<file path="config.mk">
export PLATFORM = sky130hd
export DESIGN_NAME = qfs_flag_status
export DESIGN_NICKNAME = d
export VERILOG_FILES = /design/src/core/qfs_pkg.sv /design/src/core/qfs_sync.sv /design/src/core/qfs_flag_status.sv
export SDC_FILE = /design/constraint.sdc
export NUM_CORES = 1
export LEC_CHECK = 0
export BUFFER_PORTS_ARGS = -buffer_cell sky130_fd_sc_hd__buf_2
export CAP_MARGIN = 20
export CORE_MARGIN = 10
export CORE_UTILIZATION = 45
export DETAILED_ROUTE_END_ITERATION = 10
export GPL_ROUTABILITY_DRIVEN = 0
export GPL_TIMING_DRIVEN = 0
export HOLD_SLACK_MARGIN = 0.1
export PLACE_DENSITY_LB_ADDON = 0.3
export SLEW_MARGIN = 20
export SYNTH_ARGS = -nofsm -noshare
export SYNTH_HDL_FRONTEND = slang
export SYNTH_SLANG_ARGS = --single-unit
export TNS_END_PERCENT = 5
</file>
<file path="constraint.sdc">
create_clock -name pclk -period 2.8 [get_ports pclk]
set_clock_uncertainty 0.1 [all_clocks]
set_input_delay 0.28 -clock pclk [delete_from_list [all_inputs] [get_ports pclk]]
set_output_delay 0.28 -clock pclk [all_outputs]
set_load 0.02 [all_outputs]
</file>
<file path="src/core/qfs_pkg.sv">
/*
  Shared constants and types for the queue flag and status output block:
  register map, field positions, reset values, width and mode codes.
  Assumes an APB master with 32-bit data and byte addresses.
*/
`default_nettype none

package qfs_pkg;

  // Queue and expansion sizing
  localparam int QUEUES = 4;
  localparam int QSEL_W = 2;
  localparam int DEV_W = 3;
  localparam int ADDR_W = QSEL_W + DEV_W;
  localparam int APB_AW = 8;

  // Synchronised pin vector positions
  localparam int PIN_MRS = 0;
  localparam int PIN_OUTW = 1;
  localparam int PIN_INW = 2;
  localparam int PIN_MATCH = 3;
  localparam int PIN_FLAGM = 4;
  localparam int PIN_PKT = 5;
  localparam int PIN_PD = 6;
  localparam int SYNC_W = 7;

  // Register offsets
  localparam logic [APB_AW-1:0] ADDR_CTRL = 8'h00;
  localparam logic [APB_AW-1:0] ADDR_STATUS = 8'h04;

  // Control register fields and reset values
  localparam int CTRL_DEV_LSB = 0;
  localparam int CTRL_IO_LSB = 3;
  localparam logic [DEV_W-1:0] CTRL_DEV_RESET = 3'h0;

  // Status register fields
  localparam int STAT_INW_LSB = 0;
  localparam int STAT_OUTW_LSB = 2;
  localparam int STAT_PKT_BIT = 4;
  localparam int STAT_POLL_BIT = 5;
  localparam int STAT_RUN_BIT = 6;
  localparam int STAT_RDQ_LSB = 8;
  localparam int STAT_RDMINE_BIT = 10;
  localparam int STAT_WRQ_LSB = 12;
  localparam int STAT_WRMINE_BIT = 14;
  localparam int STAT_PDIS_BIT = 15;

  // Port width codes
  typedef enum logic [1:0] {
    QFS_W9 = 2'h0,
    QFS_W18 = 2'h1,
    QFS_W36 = 2'h2
  } qfs_width_type;

  // I/O standard codes
  typedef enum logic [1:0] {
    QFS_IO_LVTTL = 2'h0,
    QFS_IO_HSTL = 2'h1,
    QFS_IO_EHSTL = 2'h2,
    QFS_IO_RSVD = 2'h3
  } qfs_io_type;

  // Master reset state, one-hot
  typedef enum logic [1:0] {
    QFS_ST_MRS = 2'h1,
    QFS_ST_RUN = 2'h2
  } qfs_state_type;

endpackage

`default_nettype wire

</file>
<file path="src/core/qfs_sync.sv">
/*
  Two flip-flop synchroniser, one stage pair per bit.
  Assumes inputs are quasi-static pins from outside the pclk domain.
*/
`default_nettype none

module qfs_sync #(
  parameter int WIDTH = 1
) (
  input wire logic pclk,
  input wire logic presetn,
  input wire logic [WIDTH-1:0] d,
  output logic [WIDTH-1:0] q
);

  // One independent two-stage chain per bit; first stage feeds only the second
  genvar gi;
  generate
    for (gi = 0; gi < WIDTH; gi++) begin : g_bit
      logic meta_ff;
      logic sync_ff;
      always_ff @(posedge pclk or negedge presetn) begin
        if (!presetn) begin
          meta_ff <= 1'b0;
          sync_ff <= 1'b0;
        end else begin
          meta_ff <= d[gi];
          sync_ff <= meta_ff;
        end
      end
      assign q[gi] = sync_ff;
    end
  endgenerate

endmodule

`default_nettype wire

</file>
<file path="src/core/qfs_flag_status.sv">
/*
  Queue flag and status outputs: discrete almost-empty, packet-ready and
  almost-full flags, the two shared flag buses, reset-time configuration
  and the power-down gate, plus an APB register slave.
  Assumes queue status inputs and host address/strobe inputs are on pclk;
  configuration pins and master reset are asynchronous and synchronised here.
*/
// Our own choices: register access over APB and the placing of the registers.
`default_nettype none

module qfs_flag_status (
  input wire logic pclk,
  input wire logic presetn,
  input wire logic psel,
  input wire logic penable,
  input wire logic pwrite,
  input wire logic [qfs_pkg::APB_AW-1:0] paddr,
  input wire logic [31:0] pwdata,
  input wire logic [3:0] pstrb,
  output logic [31:0] prdata,
  output logic pready,
  output logic pslverr,
  input wire logic master_reset_n,
  input wire logic output_width_pin,
  input wire logic input_width_pin,
  input wire logic bus_match_select,
  input wire logic flag_mode_select,
  input wire logic packet_mode_select,
  input wire logic power_down_input,
  input wire logic [qfs_pkg::QUEUES-1:0] queue_almost_empty,
  input wire logic [qfs_pkg::QUEUES-1:0] queue_almost_full,
  input wire logic [qfs_pkg::QUEUES-1:0] queue_packet_ready,
  input wire logic [qfs_pkg::ADDR_W-1:0] read_queue_address,
  input wire logic read_address_enable,
  input wire logic read_flag_strobe,
  input wire logic [qfs_pkg::ADDR_W-1:0] write_queue_address,
  input wire logic write_address_enable,
  input wire logic write_flag_strobe,
  output logic almost_empty_flag,
  output logic packet_ready_flag,
  output logic almost_full_flag,
  output logic [qfs_pkg::QUEUES-1:0] read_status_bus_o,
  output logic read_status_bus_oe,
  output logic [qfs_pkg::QUEUES-1:0] write_status_bus_o,
  output logic write_status_bus_oe,
  output logic write_data_disable,
  output logic [1:0] input_width_code,
  output logic [1:0] output_width_code
);
  import qfs_pkg::*;

  logic [SYNC_W-1:0] pins_s;
  logic run;
  qfs_state_type state_ff, nxt_state;
  qfs_width_type in_w_ff, nxt_in_w, out_w_ff, nxt_out_w;
  logic pkt_ff, nxt_pkt, polled_ff, nxt_polled;
  logic [DEV_W-1:0] dev_id_ff, nxt_dev_id;
  qfs_io_type io_ff, nxt_io;
  logic pready_ff, nxt_pready, pslverr_ff, nxt_pslverr;
  logic [31:0] prdata_ff, nxt_prdata;
  logic [QSEL_W-1:0] rd_q_ff, nxt_rd_q, wr_q_ff, nxt_wr_q;
  logic rd_mine_ff, nxt_rd_mine, wr_mine_ff, nxt_wr_mine;
  logic rd_strb_ff, nxt_rd_strb, wr_strb_ff, nxt_wr_strb;
  logic [DEV_W-1:0] rd_poll_ff, nxt_rd_poll, wr_poll_ff, nxt_wr_poll;
  logic ae_ff, nxt_ae, pkt_rdy_ff, nxt_pkt_rdy, af_ff, nxt_af;
  logic [QUEUES-1:0] rbus_ff, nxt_rbus, wbus_ff, nxt_wbus;
  logic rbus_oe_ff, nxt_rbus_oe, wbus_oe_ff, nxt_wbus_oe, pdis_ff, nxt_pdis;

  // Pins from outside the clock domain, master reset first
  qfs_sync #(.WIDTH(SYNC_W)) u_sync (
    .pclk(pclk),
    .presetn(presetn),
    .d({power_down_input, packet_mode_select, flag_mode_select, bus_match_select,
        input_width_pin, output_width_pin, master_reset_n}),
    .q(pins_s)
  );

  assign run = (state_ff == QFS_ST_RUN);

  // Configuration tracks the pins while master reset is low and freezes at release
  always_comb begin
    nxt_state = state_ff;
    nxt_in_w = in_w_ff;
    nxt_out_w = out_w_ff;
    nxt_pkt = pkt_ff;
    nxt_polled = polled_ff;
    case (state_ff)
      QFS_ST_MRS: begin
        if (pins_s[PIN_MRS]) begin
          nxt_state = QFS_ST_RUN;
        end
      end
      QFS_ST_RUN: begin
        if (!pins_s[PIN_MRS]) begin
          nxt_state = QFS_ST_MRS;
        end
      end
      default: nxt_state = QFS_ST_MRS;
    endcase
    if (!pins_s[PIN_MRS]) begin
      // Width pins are only read here, so later toggles are harmless
      nxt_in_w = QFS_W36;
      nxt_out_w = QFS_W36;
      if (pins_s[PIN_MATCH]) begin
        if (pins_s[PIN_INW]) begin
          nxt_in_w = pins_s[PIN_OUTW] ? QFS_W9 : QFS_W18;
        end else begin
          nxt_out_w = pins_s[PIN_OUTW] ? QFS_W9 : QFS_W18;
        end
      end
      // Packet request is dropped unless both ports end up 36 wide
      nxt_pkt = pins_s[PIN_PKT] && nxt_in_w == QFS_W36 && nxt_out_w == QFS_W36;
      nxt_polled = pins_s[PIN_FLAGM];
    end
  end

  always_ff @(posedge pclk or negedge presetn) begin
    if (!presetn) begin
      state_ff <= QFS_ST_MRS;
      in_w_ff <= QFS_W36;
      out_w_ff <= QFS_W36;
      pkt_ff <= 1'b0;
      polled_ff <= 1'b0;
    end else begin
      state_ff <= nxt_state;
      in_w_ff <= nxt_in_w;
      out_w_ff <= nxt_out_w;
      pkt_ff <= nxt_pkt;
      polled_ff <= nxt_polled;
    end
  end

  // APB slave: one wait state so that read data and error come from flops
  always_comb begin
    nxt_dev_id = dev_id_ff;
    nxt_io = io_ff;
    nxt_pready = psel && penable && !pready_ff;
    nxt_pslverr = 1'b0;
    nxt_prdata = 32'h0;
    if (psel && penable && !pready_ff) begin
      if (paddr == ADDR_CTRL) begin
        nxt_prdata[CTRL_DEV_LSB +: DEV_W] = dev_id_ff;
        nxt_prdata[CTRL_IO_LSB +: 2] = io_ff;
      end else if (paddr == ADDR_STATUS) begin
        nxt_prdata[STAT_INW_LSB +: 2] = in_w_ff;
        nxt_prdata[STAT_OUTW_LSB +: 2] = out_w_ff;
        nxt_prdata[STAT_PKT_BIT] = pkt_ff;
        nxt_prdata[STAT_POLL_BIT] = polled_ff;
        nxt_prdata[STAT_RUN_BIT] = run;
        nxt_prdata[STAT_RDQ_LSB +: QSEL_W] = rd_q_ff;
        nxt_prdata[STAT_RDMINE_BIT] = rd_mine_ff;
        nxt_prdata[STAT_WRQ_LSB +: QSEL_W] = wr_q_ff;
        nxt_prdata[STAT_WRMINE_BIT] = wr_mine_ff;
        nxt_prdata[STAT_PDIS_BIT] = pdis_ff;
      end else begin
        nxt_pslverr = 1'b1;
      end
    end
    // Write lands on the completing edge; status writes are ignored
    if (psel && penable && pready_ff && pwrite && paddr == ADDR_CTRL && pstrb[0]) begin
      nxt_dev_id = pwdata[CTRL_DEV_LSB +: DEV_W];
      nxt_io = qfs_io_type'(pwdata[CTRL_IO_LSB +: 2]);
    end
  end

  always_ff @(posedge pclk or negedge presetn) begin
    if (!presetn) begin
      dev_id_ff <= CTRL_DEV_RESET;
      io_ff <= QFS_IO_LVTTL;
      pready_ff <= 1'b0;
      pslverr_ff <= 1'b0;
      prdata_ff <= 32'h0;
    end else begin
      dev_id_ff <= nxt_dev_id;
      io_ff <= nxt_io;
      pready_ff <= nxt_pready;
      pslverr_ff <= nxt_pslverr;
      prdata_ff <= nxt_prdata;
    end
  end

  // Read side: queue select, strobe capture, poll slot, flags and bus
  always_comb begin
    nxt_rd_q = rd_q_ff;
    nxt_rd_mine = rd_mine_ff;
    nxt_rd_strb = rd_strb_ff;
    nxt_rd_poll = 3'(rd_poll_ff + 3'h1);
    if (read_address_enable) begin
      nxt_rd_q = read_queue_address[QSEL_W-1:0];
      nxt_rd_mine = (read_queue_address[ADDR_W-1:QSEL_W] == dev_id_ff);
    end
    if (read_flag_strobe) begin
      nxt_rd_strb = (read_queue_address[ADDR_W-1:QSEL_W] == dev_id_ff);
    end
    // Flags are active low and idle high when another device is selected
    nxt_ae = !(rd_mine_ff && queue_almost_empty[rd_q_ff]);
    nxt_pkt_rdy = !(pkt_ff && rd_mine_ff && queue_packet_ready[rd_q_ff]);
    nxt_rbus = pkt_ff ? ~queue_packet_ready : ~queue_almost_empty;
    nxt_rbus_oe = polled_ff ? (rd_poll_ff == dev_id_ff) : rd_strb_ff;
    if (!run) begin
      nxt_rd_q = '0;
      nxt_rd_mine = 1'b0;
      nxt_rd_strb = 1'b0;
      nxt_rd_poll = '0;
      nxt_ae = 1'b1;
      nxt_pkt_rdy = 1'b1;
      nxt_rbus = '1;
      nxt_rbus_oe = 1'b0;
    end
  end

  always_ff @(posedge pclk or negedge presetn) begin
    if (!presetn) begin
      rd_q_ff <= '0;
      rd_mine_ff <= 1'b0;
      rd_strb_ff <= 1'b0;
      rd_poll_ff <= '0;
      ae_ff <= 1'b1;
      pkt_rdy_ff <= 1'b1;
      rbus_ff <= '1;
      rbus_oe_ff <= 1'b0;
    end else begin
      rd_q_ff <= nxt_rd_q;
      rd_mine_ff <= nxt_rd_mine;
      rd_strb_ff <= nxt_rd_strb;
      rd_poll_ff <= nxt_rd_poll;
      ae_ff <= nxt_ae;
      pkt_rdy_ff <= nxt_pkt_rdy;
      rbus_ff <= nxt_rbus;
      rbus_oe_ff <= nxt_rbus_oe;
    end
  end

  // Write side mirrors the read side; power-down gate lives here too
  always_comb begin
    nxt_wr_q = wr_q_ff;
    nxt_wr_mine = wr_mine_ff;
    nxt_wr_strb = wr_strb_ff;
    nxt_wr_poll = 3'(wr_poll_ff + 3'h1);
    if (write_address_enable) begin
      nxt_wr_q = write_queue_address[QSEL_W-1:0];
      nxt_wr_mine = (write_queue_address[ADDR_W-1:QSEL_W] == dev_id_ff);
    end
    if (write_flag_strobe) begin
      nxt_wr_strb = (write_queue_address[ADDR_W-1:QSEL_W] == dev_id_ff);
    end
    nxt_af = !(wr_mine_ff && queue_almost_full[wr_q_ff]);
    nxt_wbus = ~queue_almost_full;
    nxt_wbus_oe = polled_ff ? (wr_poll_ff == dev_id_ff) : wr_strb_ff;
    // LVTTL ignores the pin, so reserved codes count as high-speed
    nxt_pdis = pins_s[PIN_PD] && io_ff != QFS_IO_LVTTL;
    if (!run) begin
      nxt_wr_q = '0;
      nxt_wr_mine = 1'b0;
      nxt_wr_strb = 1'b0;
      nxt_wr_poll = '0;
      nxt_af = 1'b1;
      nxt_wbus = '1;
      nxt_wbus_oe = 1'b0;
    end
  end

  always_ff @(posedge pclk or negedge presetn) begin
    if (!presetn) begin
      wr_q_ff <= '0;
      wr_mine_ff <= 1'b0;
      wr_strb_ff <= 1'b0;
      wr_poll_ff <= '0;
      af_ff <= 1'b1;
      wbus_ff <= '1;
      wbus_oe_ff <= 1'b0;
      pdis_ff <= 1'b0;
    end else begin
      wr_q_ff <= nxt_wr_q;
      wr_mine_ff <= nxt_wr_mine;
      wr_strb_ff <= nxt_wr_strb;
      wr_poll_ff <= nxt_wr_poll;
      af_ff <= nxt_af;
      wbus_ff <= nxt_wbus;
      wbus_oe_ff <= nxt_wbus_oe;
      pdis_ff <= nxt_pdis;
    end
  end

  // Every output straight from a flop
  assign prdata = prdata_ff;
  assign pready = pready_ff;
  assign pslverr = pslverr_ff;
  assign almost_empty_flag = ae_ff;
  assign packet_ready_flag = pkt_rdy_ff;
  assign almost_full_flag = af_ff;
  assign read_status_bus_o = rbus_ff;
  assign read_status_bus_oe = rbus_oe_ff;
  assign write_status_bus_o = wbus_ff;
  assign write_status_bus_oe = wbus_oe_ff;
  assign write_data_disable = pdis_ff;
  assign input_width_code = in_w_ff;
  assign output_width_code = out_w_ff;

  // Checks on the flag and configuration behaviour
  AST_ONE_PORT_36: assert property (@(posedge pclk) disable iff (!presetn)
    in_w_ff == QFS_W36 || out_w_ff == QFS_W36) else $error("neither port is 36 wide");

  AST_AE_FLAG: assert property (@(posedge pclk) disable iff (!presetn)
    run && pins_s[PIN_MRS] && rd_mine_ff && queue_almost_empty[rd_q_ff] |=> !almost_empty_flag)
    else $error("almost-empty flag not low for selected queue");

  AST_RD_SELECT: assert property (@(posedge pclk) disable iff (!presetn)
    run && read_address_enable && read_queue_address[ADDR_W-1:QSEL_W] == dev_id_ff
    |=> rd_mine_ff && rd_q_ff == $past(read_queue_address[QSEL_W-1:0])) else $error("read queue not selected");

  AST_AF_FLAG: assert property (@(posedge pclk) disable iff (!presetn)
    run && pins_s[PIN_MRS] && wr_mine_ff && queue_almost_full[wr_q_ff] |=> !almost_full_flag)
    else $error("almost-full flag not low for selected queue");

  AST_WR_SELECT: assert property (@(posedge pclk) disable iff (!presetn)
    run && write_address_enable && write_queue_address[ADDR_W-1:QSEL_W] == dev_id_ff
    |=> wr_mine_ff && wr_q_ff == $past(write_queue_address[QSEL_W-1:0])) else $error("write queue not selected");

  AST_CFG_FROZEN: assert property (@(posedge pclk) disable iff (!presetn)
    run && pins_s[PIN_MRS] |=> $stable(pkt_ff) && $stable(polled_ff) && $stable(in_w_ff))
    else $error("configuration changed outside master reset");

  AST_BUS_RELEASE: assert property (@(posedge pclk) disable iff (!presetn)
    !run |=> !read_status_bus_oe && !write_status_bus_oe) else $error("flag bus driven during master reset");

  AST_RD_DIRECT: assert property (@(posedge pclk) disable iff (!presetn)
    run && pins_s[PIN_MRS] && !polled_ff && read_flag_strobe
    && read_queue_address[ADDR_W-1:QSEL_W] == dev_id_ff |=> ##1 read_status_bus_oe)
    else $error("read bus not driven after matching strobe");

  AST_WR_DIRECT: assert property (@(posedge pclk) disable iff (!presetn)
    run && pins_s[PIN_MRS] && !polled_ff && write_flag_strobe
    && write_queue_address[ADDR_W-1:QSEL_W] == dev_id_ff |=> ##1 write_status_bus_oe)
    else $error("write bus not driven after matching strobe");

  AST_POLL_STEP: assert property (@(posedge pclk) disable iff (!presetn)
    run && pins_s[PIN_MRS] |=> rd_poll_ff == 3'($past(rd_poll_ff) + 3'h1) && wr_poll_ff == rd_poll_ff)
    else $error("poll slot did not advance");

  AST_PD_GATE: assert property (@(posedge pclk) disable iff (!presetn)
    pins_s[PIN_PD] && io_ff != QFS_IO_LVTTL |=> write_data_disable) else $error("power-down not applied");

  AST_PD_LVTTL: assert property (@(posedge pclk) disable iff (!presetn)
    io_ff == QFS_IO_LVTTL && $past(io_ff) == QFS_IO_LVTTL |-> !write_data_disable)
    else $error("power-down acted in LVTTL mode");

  AST_PKTRDY_IDLE: assert property (@(posedge pclk) disable iff (!presetn)
    !pkt_ff [*2] |-> packet_ready_flag) else $error("packet-ready flag active in almost-empty mode");

  AST_PKT_WIDTH: assert property (@(posedge pclk) disable iff (!presetn)
    pkt_ff |-> in_w_ff == QFS_W36 && out_w_ff == QFS_W36) else $error("packet mode without 36-bit ports");

endmodule

`default_nettype wire

</file>
After elaboration in Yosys (flattened, before gate mapping)
Index checks and enable logic that the tools add are counted.
{ "word_totals": {"mem_bits_rw": 0, "inputBits": 82, "rom_bits": 0, "reg_bits": 71, "memories": 0, "latchBits": 0, "output_inout_bits": 52} }
{ "classes": {"n_lt_le_gt_ge": 2, "n_reduce_logical": 20, "bitwise_logic": 3, "eq_ne": 15, "shift": 0, "div": 0, "multipliers": 0, "n_addsub": 2, "n_mux": 53} }
{ "ops": {"columns": ["op", "count"], "rows": [
  ["2-bit two-way mux", 13],
  ["4-bit two-way mux", 6],
  ["1-bit two-way mux", 22],
  ["3-bit two-way mux", 5],
  ["7-bit two-way mux", 2],
  ["1-bit logical AND", 13],
  ["3-bit equality test", 4],
  ["4-bit NOT", 3],
  ["2-bit != test, second input constant", 5],
  ["8-bit by 3-bit equality test with 1-bit output, second input constant", 1],
  ["8-bit zero test", 1],
  ["3-bit by 1-bit adder with 3-bit output, second input constant", 2],
  ["1-bit binary-select mux with 2-bit select", 3],
  ["2-bit equality test, second input constant", 3],
  ["2-bit by 3-bit < comparator with 1-bit output, second input constant", 2],
  ["5-bit two-way mux", 1],
  ["1-bit zero test", 4],
  ["2-bit case mux with 2 select lines", 1],
  ["2-bit by 1-bit equality test with 1-bit output, second input constant", 1],
  ["2-bit by 1-bit != test with 1-bit output, second input constant", 1],
  ["2-bit AND reduction", 1],
  ["2-bit nonzero test", 1]
]} }

Logic depth before layout (Yosys ltp)
Gate-level depths: netlist of the first run.
{ "depth": {"ltp_word": 7, "ltp_mapped": 5, "ltp_nobuf": 4} }

Modules after synthesis
A second synthesis of the first run with hierarchy kept.
{ "unflattened": {"hier_cells": 227, "area_unflattened_um2": 2921.6} }
{ "modules_own_cells": {"columns": ["mod", "seq_area_each_um2", "n_inst", "area_each_um2", "cells_per_inst"], "rows": [
  ["qfs_flag_status", 1443.9, 1, 2518.7, 206],
  ["qfs_sync", 350.3, 1, 402.9, 21]
]} }

Worst setup path before layout of the first run
Ideal clock, no wire load.
{ "synth_timing": {"path_kind": "input port to flip-flop", "startpoint": "input paddr[5] (netlist bit)", "endpoint": "register dev_id_ff[0]", "path_stages": 4, "arrival_ns": 1.737, "path_buffers": 1, "slack_ns": 0.838, "setup_time_ns": 0.125, "cell_sequence": "or4_4 -> or4_4 -> buf_6 -> mux2_4"} }
{ "synth_between": {"elab_chain_cells": 3} }
{ "synth_lines": {"columns": ["item", "line", "text"], "rows": [
  ["start, declared", "qfs_flag_status.sv:17", "input wire logic [qfs_pkg::APB_AW-1:0] paddr,"],
  ["8-bit zero test", "qfs_flag_status.sv:160", "if (psel && penable && pready_ff && pwrite && paddr == ADDR_CTRL && pstrb[0]) begin"],
  ["1-bit logical AND (2 in a row)", "qfs_flag_status.sv:160", null],
  ["end signal, assigned", "qfs_flag_status.sv:174", "dev_id_ff <= nxt_dev_id;"],
  ["end, declared", "qfs_flag_status.sv:57", "logic [DEV_W-1:0] dev_id_ff, nxt_dev_id;"]
]} }
No other way between the ends.
A chain may end at the register's enable or synchronous reset.

Final worst setup path of the first run
{ "layout_timing": {"startpoint": "register pkt_ff", "endpoint": "register rbus_ff[2], in the netlist read_status_bus_o[2]"} }
{ "layout_between": {"elab_chain_cells": 2} }
{ "layout_lines": {"columns": ["item", "line", "text"], "rows": [
  ["start, declared", "qfs_flag_status.sv:56", "logic pkt_ff, nxt_pkt, polled_ff, nxt_polled;"],
  ["start signal, assigned", "qfs_flag_status.sv:128", "pkt_ff <= nxt_pkt;"],
  ["4-bit two-way mux", "qfs_flag_status.sv:198", "nxt_rbus = pkt_ff ? ~queue_packet_ready : ~queue_almost_empty;"],
  ["4-bit two-way mux", "qfs_flag_status.sv:200", "if (!run) begin"],
  ["net nxt_rbus[2]", "qfs_flag_status.sv:66", "logic [QUEUES-1:0] rbus_ff, nxt_rbus, wbus_ff, nxt_wbus;"],
  ["end signal, assigned", "qfs_flag_status.sv:229", "rbus_ff <= nxt_rbus;"],
  ["end, declared", "qfs_flag_status.sv:66", null]
]} }
The timed path passes the listed nets, and every way through them passes these cells.

==> results list, run 1 <==
- Internal power contribution: roughly 1.6 mW
- Arr. time, crit path: between 2000 and 2500 ps
- In the final timing run, aggregate negative setup slack is 0 ps.
- Derived from the worst setup path, the maximum achievable clock frequency is 538 MHz.
- Dividing total power by cell area gives a power density of around 550 nW/µm².
- Via density per instance: 4.51
- Global route total overflow: 0
- The first routing iteration left 77 violations.
- Area added between synthesis and finish: 37.9%
- Reported net switching power: 0.547 mW
- Clock tree from TritonCTS: yes
* Transition time of the tightest slew-check pin: about 670 ps
- Synthesized flop and latch total: 71
* First-pass GRT wire length: 10700 µm
- Worst vdd ir: ~320 µV
- The first detailed-routing pass ran for 4 iterations.
- The final critical path takes up between 60% and 70% of the cycle.
* Lkg Pwr: ~2.0 nW
- Max-slew violation count: 0
- Setup violations remaining at the end of the flow were counted as 0.
- Worst endpoint required time: 2980 ps
- Relative slew margins: a little over half
- Combinational logic burns 11.2% of the power.
* Core ar.: ~6300 µm²
- Across every metal layer, demand over resource in global routing totals 13.4%.
* Overall routed net length: 6620 µm
- Crit Path Max Fanout: 7
* Category of the worst setup path launch point: register
- The worst path meets setup with 941 ps of slack.
- The initial utilization of the core area, before any placement, comes to 45.7%.
* Post-synthesis cell count: 220
- In this run, distinct cell masters in the synthesized netlist total 32.
- The clock reaches the later pin of the worst-skew pair after ~340 ps.
- Path class of the lowest-slack min-delay path: input port to register
- Status: finished clean
* Crit-path cells: clkbuf_1 -> mux2_2 -> dlygate4sd3_1 -> nand2_1
- Sequential fraction of design power: 49.9%
- 0 antenna diodes ended up in the layout.
- The layer flagged by global routing as most heavily used is met2.
- The floorplan step defined a die boundary enclosing roughly 10000 µm².
- The tightest hold path in the finished design has a slack of 113 ps.
- Worst setup path category: register to register
- On the worst path, the slowest cell contributes a delay of 560 ps.
- The Yosys step of the flow raised 0 warnings.
* Shortest clock period the worst path allows after layout: 1860 ps
- Remaining DRCs: 0
* Maximum number of pins on one net before global-route repair: 47
- Clock-pin slew was measured on the worst setup and hold paths at 80 ps.
- Unrepaired setup endpoints after global routing: false
- Number of ports placed on the die boundary: 134
- Power comes to 2.17 mW.
- Summing every instance area after synthesis gives 2870 µm².
- Number of max-cap violations: 0
- Relative contribution of the clock network to total power: 38.8%
- For this run, the post-layout net count is 444.
* Switch share: 25.2%
* Die Y-Extent: 99.8 µm
- Number of buffers inserted by port buffering: 84
* Routing usage on met2: a little under a quarter
- STA classifies the critical path endpoint as a register.
- In the layout the commonest cells are 83 x buf_2, 57 x dfrtp_1, 27 x dlygate4sd3_1, 19 x buf_4, 18 x conb_1.
- Routed len/inst: 15.0 µm
- The initial antenna violation count came to 0.
- Met3 global-route usage: approximately 4.6%
* Buffer levels on the longest clock path: 2
* Fraction of met1 tracks used by global routing: 15.2%
* Worst setup slack before clock tree synthesis: around 520 ps
- Once detail routing completed, the nets flagged for antenna violations numbered 0.
* Vias post-DR: 1993
* Placed wire-length estimate: 4800 µm
* Final hold violations: 0
* Number of global-route vias before repair: about 2200
- Clock tree synthesis found a total of 71 sinks.
- TritonCTS Buffers: 9
- Fraction of final layout cells with drive strength greater than 1: approximately two fifths
* Die extent in x: 99.8 µm
- After floorplanning, the core was divided into 29 placement rows.
- Once the clock tree was built, the setup fixing pass inserted 0 buffers.
* Master of the slowest instance on the critical path: dlygate4sd3_1
* Clk root buf: clkbuf_8
* Average size of a mapped cell: 13.0 µm²
* Most common cell after layout, fill and taps aside: buf_2
* Share of synthesized area occupied by flip-flops and latches: 62.5%
* H-tree levels: 3
[cell usage after synthesis]
cell type,instances,area [µm²]
dfrtp_1,57,1430
buf_4,18,135
nor2_1,15,56.3
dfstp_2,14,368
xnor2_1,14,123
and2_1,10,62.6
nand2_1,10,37.5
mux2i_1,9,90.1
a21oi_1,8,40.0
clkbuf_1,8,30.0
nand2b_1,7,43.8
nand4_1,7,43.8
mux2_2,6,67.6
inv_1,5,18.8
mux2_4,5,75.1
mux4_2,3,67.6
nand3_1,3,15.0
a32o_1,2,20.0
ha_1,2,25.0
nor2b_1,2,12.5
nor3_1,2,10.0
nor4_1,2,12.5
or4_4,2,22.5
a22o_1,1,8.76
buf_6,1,11.3
conb_1,1,3.75
nand3b_1,1,7.51
nand4b_1,1,8.76
nor3b_1,1,7.51
o21a_1,1,7.51
o21ai_0,1,5.00
or3_1,1,6.26
[critical path: cells and delay by family (launching register included)]
kind | cells | cell delay, ps
flops | 1 | 330
buf+inv | 2 | 910
simple gates | 1 | 70
mux | 1 | 380
[worst paths after layout]
kind | from | to | slack [ps] | cells past startpoint
max in group asynchronous | presetn | almost_full_flag | 1730 | 3
worst min-delay path | queue_almost_empty[0] | read_status_bus_o[0] | 110 | 3
worst max register to register | pkt_ff | read_status_bus_o[2] | 940 | 4
worst max-delay path | pkt_ff | read_status_bus_o[2] | 940 | 4
min in group asynchronous | presetn | u_sync.g_bit[1].sync_ff | 280 | 2
worst min register to register | u_sync.g_bit[1].meta_ff | u_sync.g_bit[1].sync_ff | 250 | 0
[stage by stage]
stage / instance area, µm² / utilization, % / instances
4_1_cts: 3950 / 62.9 / 442
3_3_place_gp: 3450 / 55.0 / 398
5_1_grt: 3960 / 63.0 / 442
6_report: 3960 / 63.0 / 442
3_5_place_dp: 3470 / 55.3 / 399
2_1_floorplan: 2930 / - / 237
[registers in the layout (all words and copies together), names as in the netlist, 2 cells and up]
name / cells
prdata: 14
u_sync.g_bit.meta_ff: 7
u_sync.g_bit.sync_ff: 7
read_status_bus_o: 4
write_status_bus_o: 4
dev_id_ff: 3
rd_poll_ff: 3
wr_poll_ff: 3
input_width_code: 2
io_ff: 2
output_width_code: 2
rd_q_ff: 2
state_ff: 2
wr_q_ff: 2
[power groups by stage]
stage / Sequential, mW / Clock, mW / Combinational (mW)
floorplan: 1.12 / 0 / 0.106
global placement: 1.10 / 0 / 0.204
detailed placement: 1.10 / 0 / 0.211
CTS: 1.08 / 0.857 / 0.244
global route: 1.09 / 0.894 / 0.270
finish: 1.08 / 0.843 / 0.244
[logic make-up after synthesis]
kind of cell,Yosys count,share of synthesized area [%]
AOI/OAI and AO/OA,13,2.83
xor gates and xnor gates,14,4.27
adders and majority gates,2,0.872
buffers and inverters,32,6.80
DFF,71,62.5
muxes,23,10.5
other,1,0.131
and+or+nand+nor,64,12.1
[layout make-up]
cell class | count | area (µm²)
Buffer | 27 | 176
Clock buffer | 10 | 138
Clock inverter | 6 | 68.8
Fill cell | 494 | 2320
Inverter | 5 | 18.8
Multi-Input combinational cell | 134 | 950
Sequential cell | 71 | 1790
Tap cell | 77 | 96.3
Timing Repair Buffer | 112 | 713
[per-layer routing]
| metal | up-vias | part of all wire (%) |
|---|---|---|
| met5 | - | 0 |
| met4 | 0 | 1.2 |
| met3 | 7 | 6.1 |
| met2 | 55 | 52 |
| met1 | 951 | 41 |
| li1 | 980 | - |
[repair_timing]
item / 4_1_cts / 5_1_grt
hold buffers: 27 / 0
setup endpoints to repair: 0 / 0
endpoints found under the hold margin: 67 / 0
gates resized for setup: 0 / 0
(Power assumes the default switching activity.)
==> run 2: changes to the inputs <==
ABC_AREA = 1   (was unset)
clock period = 1.9 ns   (was 2.8 ns; I/O delays follow)
==> results list, run 2 <==
- Status: finished clean
* Combined global-route utilization of all metal layers: 14.6%
* Fraction of final layout cells with drive strength greater than 1: between 30% and 40%
- The number of global-route vias before repair was 2660.
- TritonCTS Buffers: 9
* Sequential fraction of design power: 47.7%
- In the routed design, unresolved DRC markers number 0.
- Sink count of the clock tree: 71
- The setup check on the worst reg-to-reg path leaves a slack of 300 ps.
- Setup violations remaining at the end of the flow were counted as 0.
- Clock network latency to the later pin of the worst-skew pair: 330 ps
- Library cell with the highest instance count after synthesis: nand2_1
* R2R Path End: read_status_bus_o[1]
- Leading cell types in the layout, fill and taps excluded: 86 x buf_2, 62 x nand2_1, 57 x dfrtp_1, 38 x nor2_1, 35 x dlygate4sd3_1
- After synthesis, flip-flops and latches occupy 60.1% of the total area.
- Unrepaired setup endpoints after global routing: false
- After synthesis the netlist holds a flip-flop and latch count of 71.
* Power Density: 799 nW/µm²
- Detailed route wirelength on metal3: approximately 780 µm
- In this run the deepest clock path goes through 2 buffers.
* Effective utilization at floorplan: 46.7%
- The H-tree was split into 3 levels.
- Lkg Pwr: 2.16 nW
* Dominant register cell in the synthesized netlist: dfrtp_1
- Dividing the detail-routed via count by the number of cells gives 4.58.
- Area added between synthesis and finish: 40.5%
- Net switching is 24.7% of the power.
- Utilization after layout: 65.7%
- Initial drt markers: roughly 140
- Cell area after synthesis: 2990 µm²
- The number of antenna diodes in the final layout is 0.
* Wire length on met2: 3530 µm
* Vias post-DR: 2510
- Internal power contribution: between 2 and 3 mW
- The finished layout holds 548 standard cells, fillers aside.
- Overall routed net length: roughly 7300 µm
* Row Count: 29
- The worst setup path is launched from an input port.
* Worst Setup End Kind: register
* Startpoint of the worst register-to-register path: state_ff[0]
* Reported net switching power: roughly 0.83 mW
- Part of the cycle the worst path needs: 92.0%
- Biggest area contributors in the synthesized netlist: dfrtp_1 48%, dfstp_2 12%, nand2_1 7.8%
- Clk root buf: clkbuf_8
* Core ar.: 6390 µm²
- In this run the worst hold path is classified as input port to register.
* Source of the worst hold timing path: queue_almost_empty[3]
* Routed Antenna Nets: 0
- First-pass GRT wire length: around 12000 µm
- Cell taking the most area after synthesis: dfrtp_1
- The placed instances occupy a cell area of between 3000 and 4000 µm².
- Total Nets Final: 550
* Beginning of the critical path: penable
- Number of buffers inserted by post-CTS setup repair: 0
- Shortest clock period the worst path allows after layout: approximately 1700 ps
- The critical path in this run is classified as input port to register.
- Final hold violations: 0
- Total of warnings raised by yosys: 0
- Worst endpoint required time: 2050 ps
* Global route total overflow: 0
- TritonCTS built the clock tree.
* Number of max-cap violations: 0
- Number of enable flip-flop cells after synthesis: 0
* Most common cell after layout, fill and taps aside: buf_2
* Clock-pin slew on the worst setup and hold paths: 80 ps
- IR analysis of the VDD net gives a maximum drop of 490 µV.
- The initial antenna violation count came to 0.
* Fin area: 4200 µm²
- Average size of a mapped cell: 9.42 µm²
* DRT Pass-1 Iters: 4
- Maximum number of pins on one net before global-route repair: between 40 and 50
- The register with the most flip-flops in the layout has 14 of them.
- Relative contribution of the clock network to total power: 40.7%
* Die Y-Extent: 101 µm
- 134 I/O pins were placed.
- The highest metal layer carrying signal wires in the routed design is met4.
- The die covers 10300 µm².
- Worst hold path endpoint: almost_empty_flag
- Along the worst hold path, the cell count comes to 4.
- Counting cells, the worst reg-to-reg path comes to 5.
* Max-slew violation count: 0
* Proportion of register bits with asynchronous set or reset after synthesis: between 90% and 100%
* Placed wire-length estimate: 5530 µm
- Commonest cells in the synthesized netlist: 62 x nand2_1, 57 x dfrtp_1, 39 x nor2_1, 32 x inv_1
* Part of the power in combinational logic: between 10% and 20%
- Die extent in x: 101 µm
- After synthesis, the netlist uses 29 different library cells.
- In the final routing, the length of wire on met1 measures 2960 µm.
* Max Clock Freq: approximately 570 MHz
- Arr. time, crit path: 1900 ps
- Dividing the detail-routed wire length by the instance count gives roughly 13 µm.
- Along the worst path, the maximum fanout reaches 10.
- The cell count after synthesis came out at about 320.
* Placed Cells: 497
* Number of buffers inserted by port buffering: 85
- Of the post-synthesis cell area, the dominant cell type holds 47.8%.
- Setup TNS Final: 0 ps
run 2: power groups by stage:
stage | combinational [mW] | sequential [mW] | clock [mW]
CTS | 0.386 | 1.60 | 1.39
floorplan | 0.158 | 1.65 | 0
global placement | 0.314 | 1.62 | 0
finish | 0.388 | 1.60 | 1.37
detailed placement | 0.330 | 1.63 | 0
global route | 0.436 | 1.60 | 1.47
run 2: cells by family after synthesis:
group	count (synthesis)	share of synthesized area [%]
adder cells (fa/ha/maj)	2	0.838
XOR/XNOR	5	1.47
flip-flops	71	60.1
AO/OA/AOI/OAI	39	6.92
AND/OR/NAND/NOR	144	21.0
other	1	0.126
buffers and inverters	55	9.51
run 2: routing by layer:
metal	up-vias	global-route usage [%]
met5	-	0
met4	0	5.14
met3	6	5.58
met2	107	23.8
met1	1139	17.2
li1	1258	-
run 2: how the worst max path moves through the flow:
| stage | to | slack (ps) | cells after the start |
|---|---|---|---|
| 3_3_place_gp | wr_poll_ff[2] | 230 | 1 |
| 6_report | prdata[6] | 150 | 7 |
| 2_1_floorplan | dev_id_ff[1] | 640 | 5 |
| 4_1_cts | prdata[12] | 30 | 7 |
| 5_1_grt | prdata[8] | 60 | 7 |
| 3_5_place_dp | prdata[6] | 360 | 4 |
run 2: final cells by class:
type	count	area, µm²
fillers	495	2190
flip-flops and latches	71	1790
multi-input cells	208	986
repair buffers	121	806
plain buffers	22	160
clock buffers	10	138
inverters	33	124
well taps	77	96.3
clock inverters	6	91.3
run 2: stage by stage:
| step | power [mW] | worst slack [ps] | hold slack [ps] |
|---|---|---|---|
| after floorplan | 1.80 | 640 | -206 |
| after global placement | 1.94 | 233 | 197 |
| after detailed placement | 1.96 | 355 | 22.7 |
| after CTS | 3.38 | 33.1 | 112 |
| after global routing | 3.51 | 60.5 | 152 |
| final | 3.35 | 153 | 138 |
run 2: critical path, stage by stage:
cell,delay [ps]
dlygate4sd3_1,530
buf_2,100
nand2_1,50
dlygate4sd3_1,590
nor2_4,160
o21ai_4,120
nor3_1,160
run 2: timing repair:
item | CTS | global route
gates resized for setup | 0 | 3
setup endpoints to repair | 0 | 10
hold buffers | 35 | 0
hold endpoints to repair | 99 | 0
==> run 3: changes to the inputs <==
ABC_AREA = unset   (was 1)
REMOVE_ABC_BUFFERS = 1   (was unset)
==> results list, run 3 (same netlist as run 1, synthesis figures left out) <==
- The flow ran to the end, and the final reports show no timing, DRC or antenna violations.
* Routed Antenna Nets: 0
- Vias post-DR: between 2000 and 2500
- Via density per instance: 4.65
* Power Density: 801 nW/µm²
- The number of placed instances, taps included, is roughly 370.
* Transition time of the tightest slew-check pin: just over 1000 ps
* Setup violation total in the final timing report: 0
- Buffer levels on the longest clock path: 2
* Max-slew violation count: 0
- Worst endpoint required time: between 2000 and 2500 ps
- The clock reaches the later pin of the worst-skew pair after between 300 and 400 ps.
- Summed over all nets, the half-perimeter wirelength after detailed placement is 4670 µm.
* Leading cell types in the layout, fill and taps excluded: 84 x buf_2, 57 x dfrtp_1, 45 x dlygate4sd3_1, 18 x conb_1, 15 x nor2_1
* Number of inserted filler cells in the final layout: slightly above 500
- The clock tree synthesis step divided the H-tree into 3 levels.
- TritonCTS built the clock tree.
* Wire length on met2: between 3000 and 4000 µm
- Along the worst path, the maximum fanout reaches 6.
- Number of max-cap violations: 0
* Sequential cell area: 1790 µm²
- Relative slew margins: a little under a third
- In this design, the stage delay of the slowest critical-path cell is 590 ps.
- In the final routed layout, each cell accounts on average for roughly 16 µm.
- Crit-path cells: dlygate4sd3_1 -> buf_2 -> nand3b_1 -> dlygate4sd3_1 -> inv_1 -> nand3_2 -> nor3_1
- Most common cell after layout, fill and taps aside: buf_2
- Core ar.: 6280 µm²
* Clock-pin slew on the worst setup and hold paths: 80 ps
* Shortest clock period the worst path allows after layout: between 1500 and 2000 ps
- The die is 99.8 µm wide.
- By startpoint and endpoint, the worst setup path is classified as input port to register.
* Combined global-route utilization of all metal layers: 13.8%
* DRT Pass-1 Iters: 4
- Row Count: 29
- After detailed routing, the total wire length is between 6000 and 7000 µm.
- For this run, the number of standard cells in the final layout without fillers is 434.
- For this block, wires on met1 add up to 2770 µm.
- CTS saw 71 sinks.
* Max Clock Freq: 558 MHz
- For this design, the slowest cell found on the critical path is dlygate4sd3_1.
- The highest metal layer carrying signal wires in the routed design is met4.
* Effective utilization at floorplan: 45.7%
- The number of global-route vias before repair came to 2206.
- The floorplan step defined a die boundary enclosing 9970 µm².
* TritonCTS Buffers: 9
- Final hold violations: 0
- Global route total overflow: 0
* Maximum number of pins on one net before global-route repair: 44
- Fraction of final layout cells with drive strength greater than 1: 37.5%
* Worst Setup End Kind: register
* Initial drt markers: 66
- For this run, design rule violations remaining after detail routing come to 0.
- Port buffering added 85 buffers.
- Antenna violations before repair: 0
- Detailed route wirelength on metal3: 254 µm
- Worst vdd ir: 470 µV
- Part of the cycle the worst path needs: between 90% and 100%
* Utilization after layout: 63.2%
- In this design, the critical path's most frequently occurring cell is dlygate4sd3_1.
- The tightest min-delay check is of the input port to register type.
- Area added between synthesis and finish: 38.3%
- For the worst setup path, the data arrival time is 1930 ps.
- Flip-flop count of the largest register, all copies and words added: 14
- Total Nets Final: around 440
* First-pass GRT wire length: 10900 µm
* Number of diodes added for antenna fixing: 0
- Die Y-Extent: between 90 and 100 µm
* Category of the worst setup path launch point: input port
- The tree is rooted in a clkbuf_8.
* Lkg Pwr: ~1.9 nW
- Area of the multi-input gates: 955 µm²
- 134 I/O pins were placed.
[run 3: changes by cell type in the layout (fill, tap and decap cells not counted), sizes merged, moves of 7 or more]
cell,before,now
nand2b,0,7
xnor2,3,14
inv,35,6
nand3,21,3
nor2,43,15
o21ai,22,1
mux2i,0,9
and2,0,10
dlygate4sd3,35,45
nand2,68,10
mux2,0,11
buf,108,86
[run 3: layout make-up]
type / instances / share of cell area, %
Inverter: 5 / 0.473
Clock inverter: 6 / 1.70
Tap cell: 77 / 2.43
Sequential cell: 71 / 45.2
Timing Repair Buffer: 131 / 22.6
Clock buffer: 10 / 3.47
Multi-Input combinational cell: 134 / 24.1
[run 3: worst paths after layout]
check / cells after the start / to / from / slack [ps]
worst max-delay path: 7 / prdata[6] / psel / 110
worst min-delay path: 3 / pslverr / paddr[0] / 110
worst max register to register: 5 / prdata[6] / pready / 120
worst min register to register: 0 / u_sync.g_bit[0].sync_ff / u_sync.g_bit[0].meta_ff / 250
max in group asynchronous: 3 / almost_full_flag / presetn / 870
min in group asynchronous: 2 / u_sync.g_bit[2].meta_ff / presetn / 220
[run 3: timing repair]
| action | CTS | global route |
|---|---|---|
| endpoints found under the setup margin | 0 | 6 |
| endpoints found under the hold margin | 96 | 0 |
| hold buffers | 45 | 0 |
| resized for setup | 0 | 1 |
| setup buffers | 0 | 0 |
[run 3: power breakdown]
| group | leakage [nW] | internal [mW] | switching [mW] | total, mW |
|---|---|---|---|---|
| Combinational | 0.905 | 0.172 | 0.178 | 0.350 |
| Sequential | 0.903 | 1.57 | 0.0351 | 1.60 |
| Clock | 0.0989 | 0.647 | 0.578 | 1.22 |
[run 3: routing by layer]
| layer | vias to the layer above | global-route usage, % |
|---|---|---|
| met5 | - | 0 |
| met4 | 0 | 6.62 |
| met3 | 8 | 3.30 |
| met2 | 48 | 24.3 |
| met1 | 990 | 15.2 |
| li1 | 971 | - |
[run 3: per-stage QoR]
step | hold WS (ps) | cell area [µm²] | TNS (ps) | power [mW] | worst slack, ps
3_3_place_gp | 198 | 3280 | -3450 | 1.89 | -389
6_report | 112 | 3970 | 0 | 3.18 | 108
5_1_grt | 111 | 3970 | -1.45 | 3.32 | -1.45
4_1_cts | 104 | 3960 | 0 | 3.20 | 38.4
3_5_place_dp | 35.6 | 3310 | -593 | 1.91 | -96.8
2_1_floorplan | -206 | 2760 | 0 | 1.77 | 81.8
[run 3: worst max-delay path: cells and delay by family]
| family | cells | cell delay [ps] |
|---|---|---|
| AND/OR/NAND/NOR | 3 | 420 |
| buffers and inverters | 4 | 1310 |
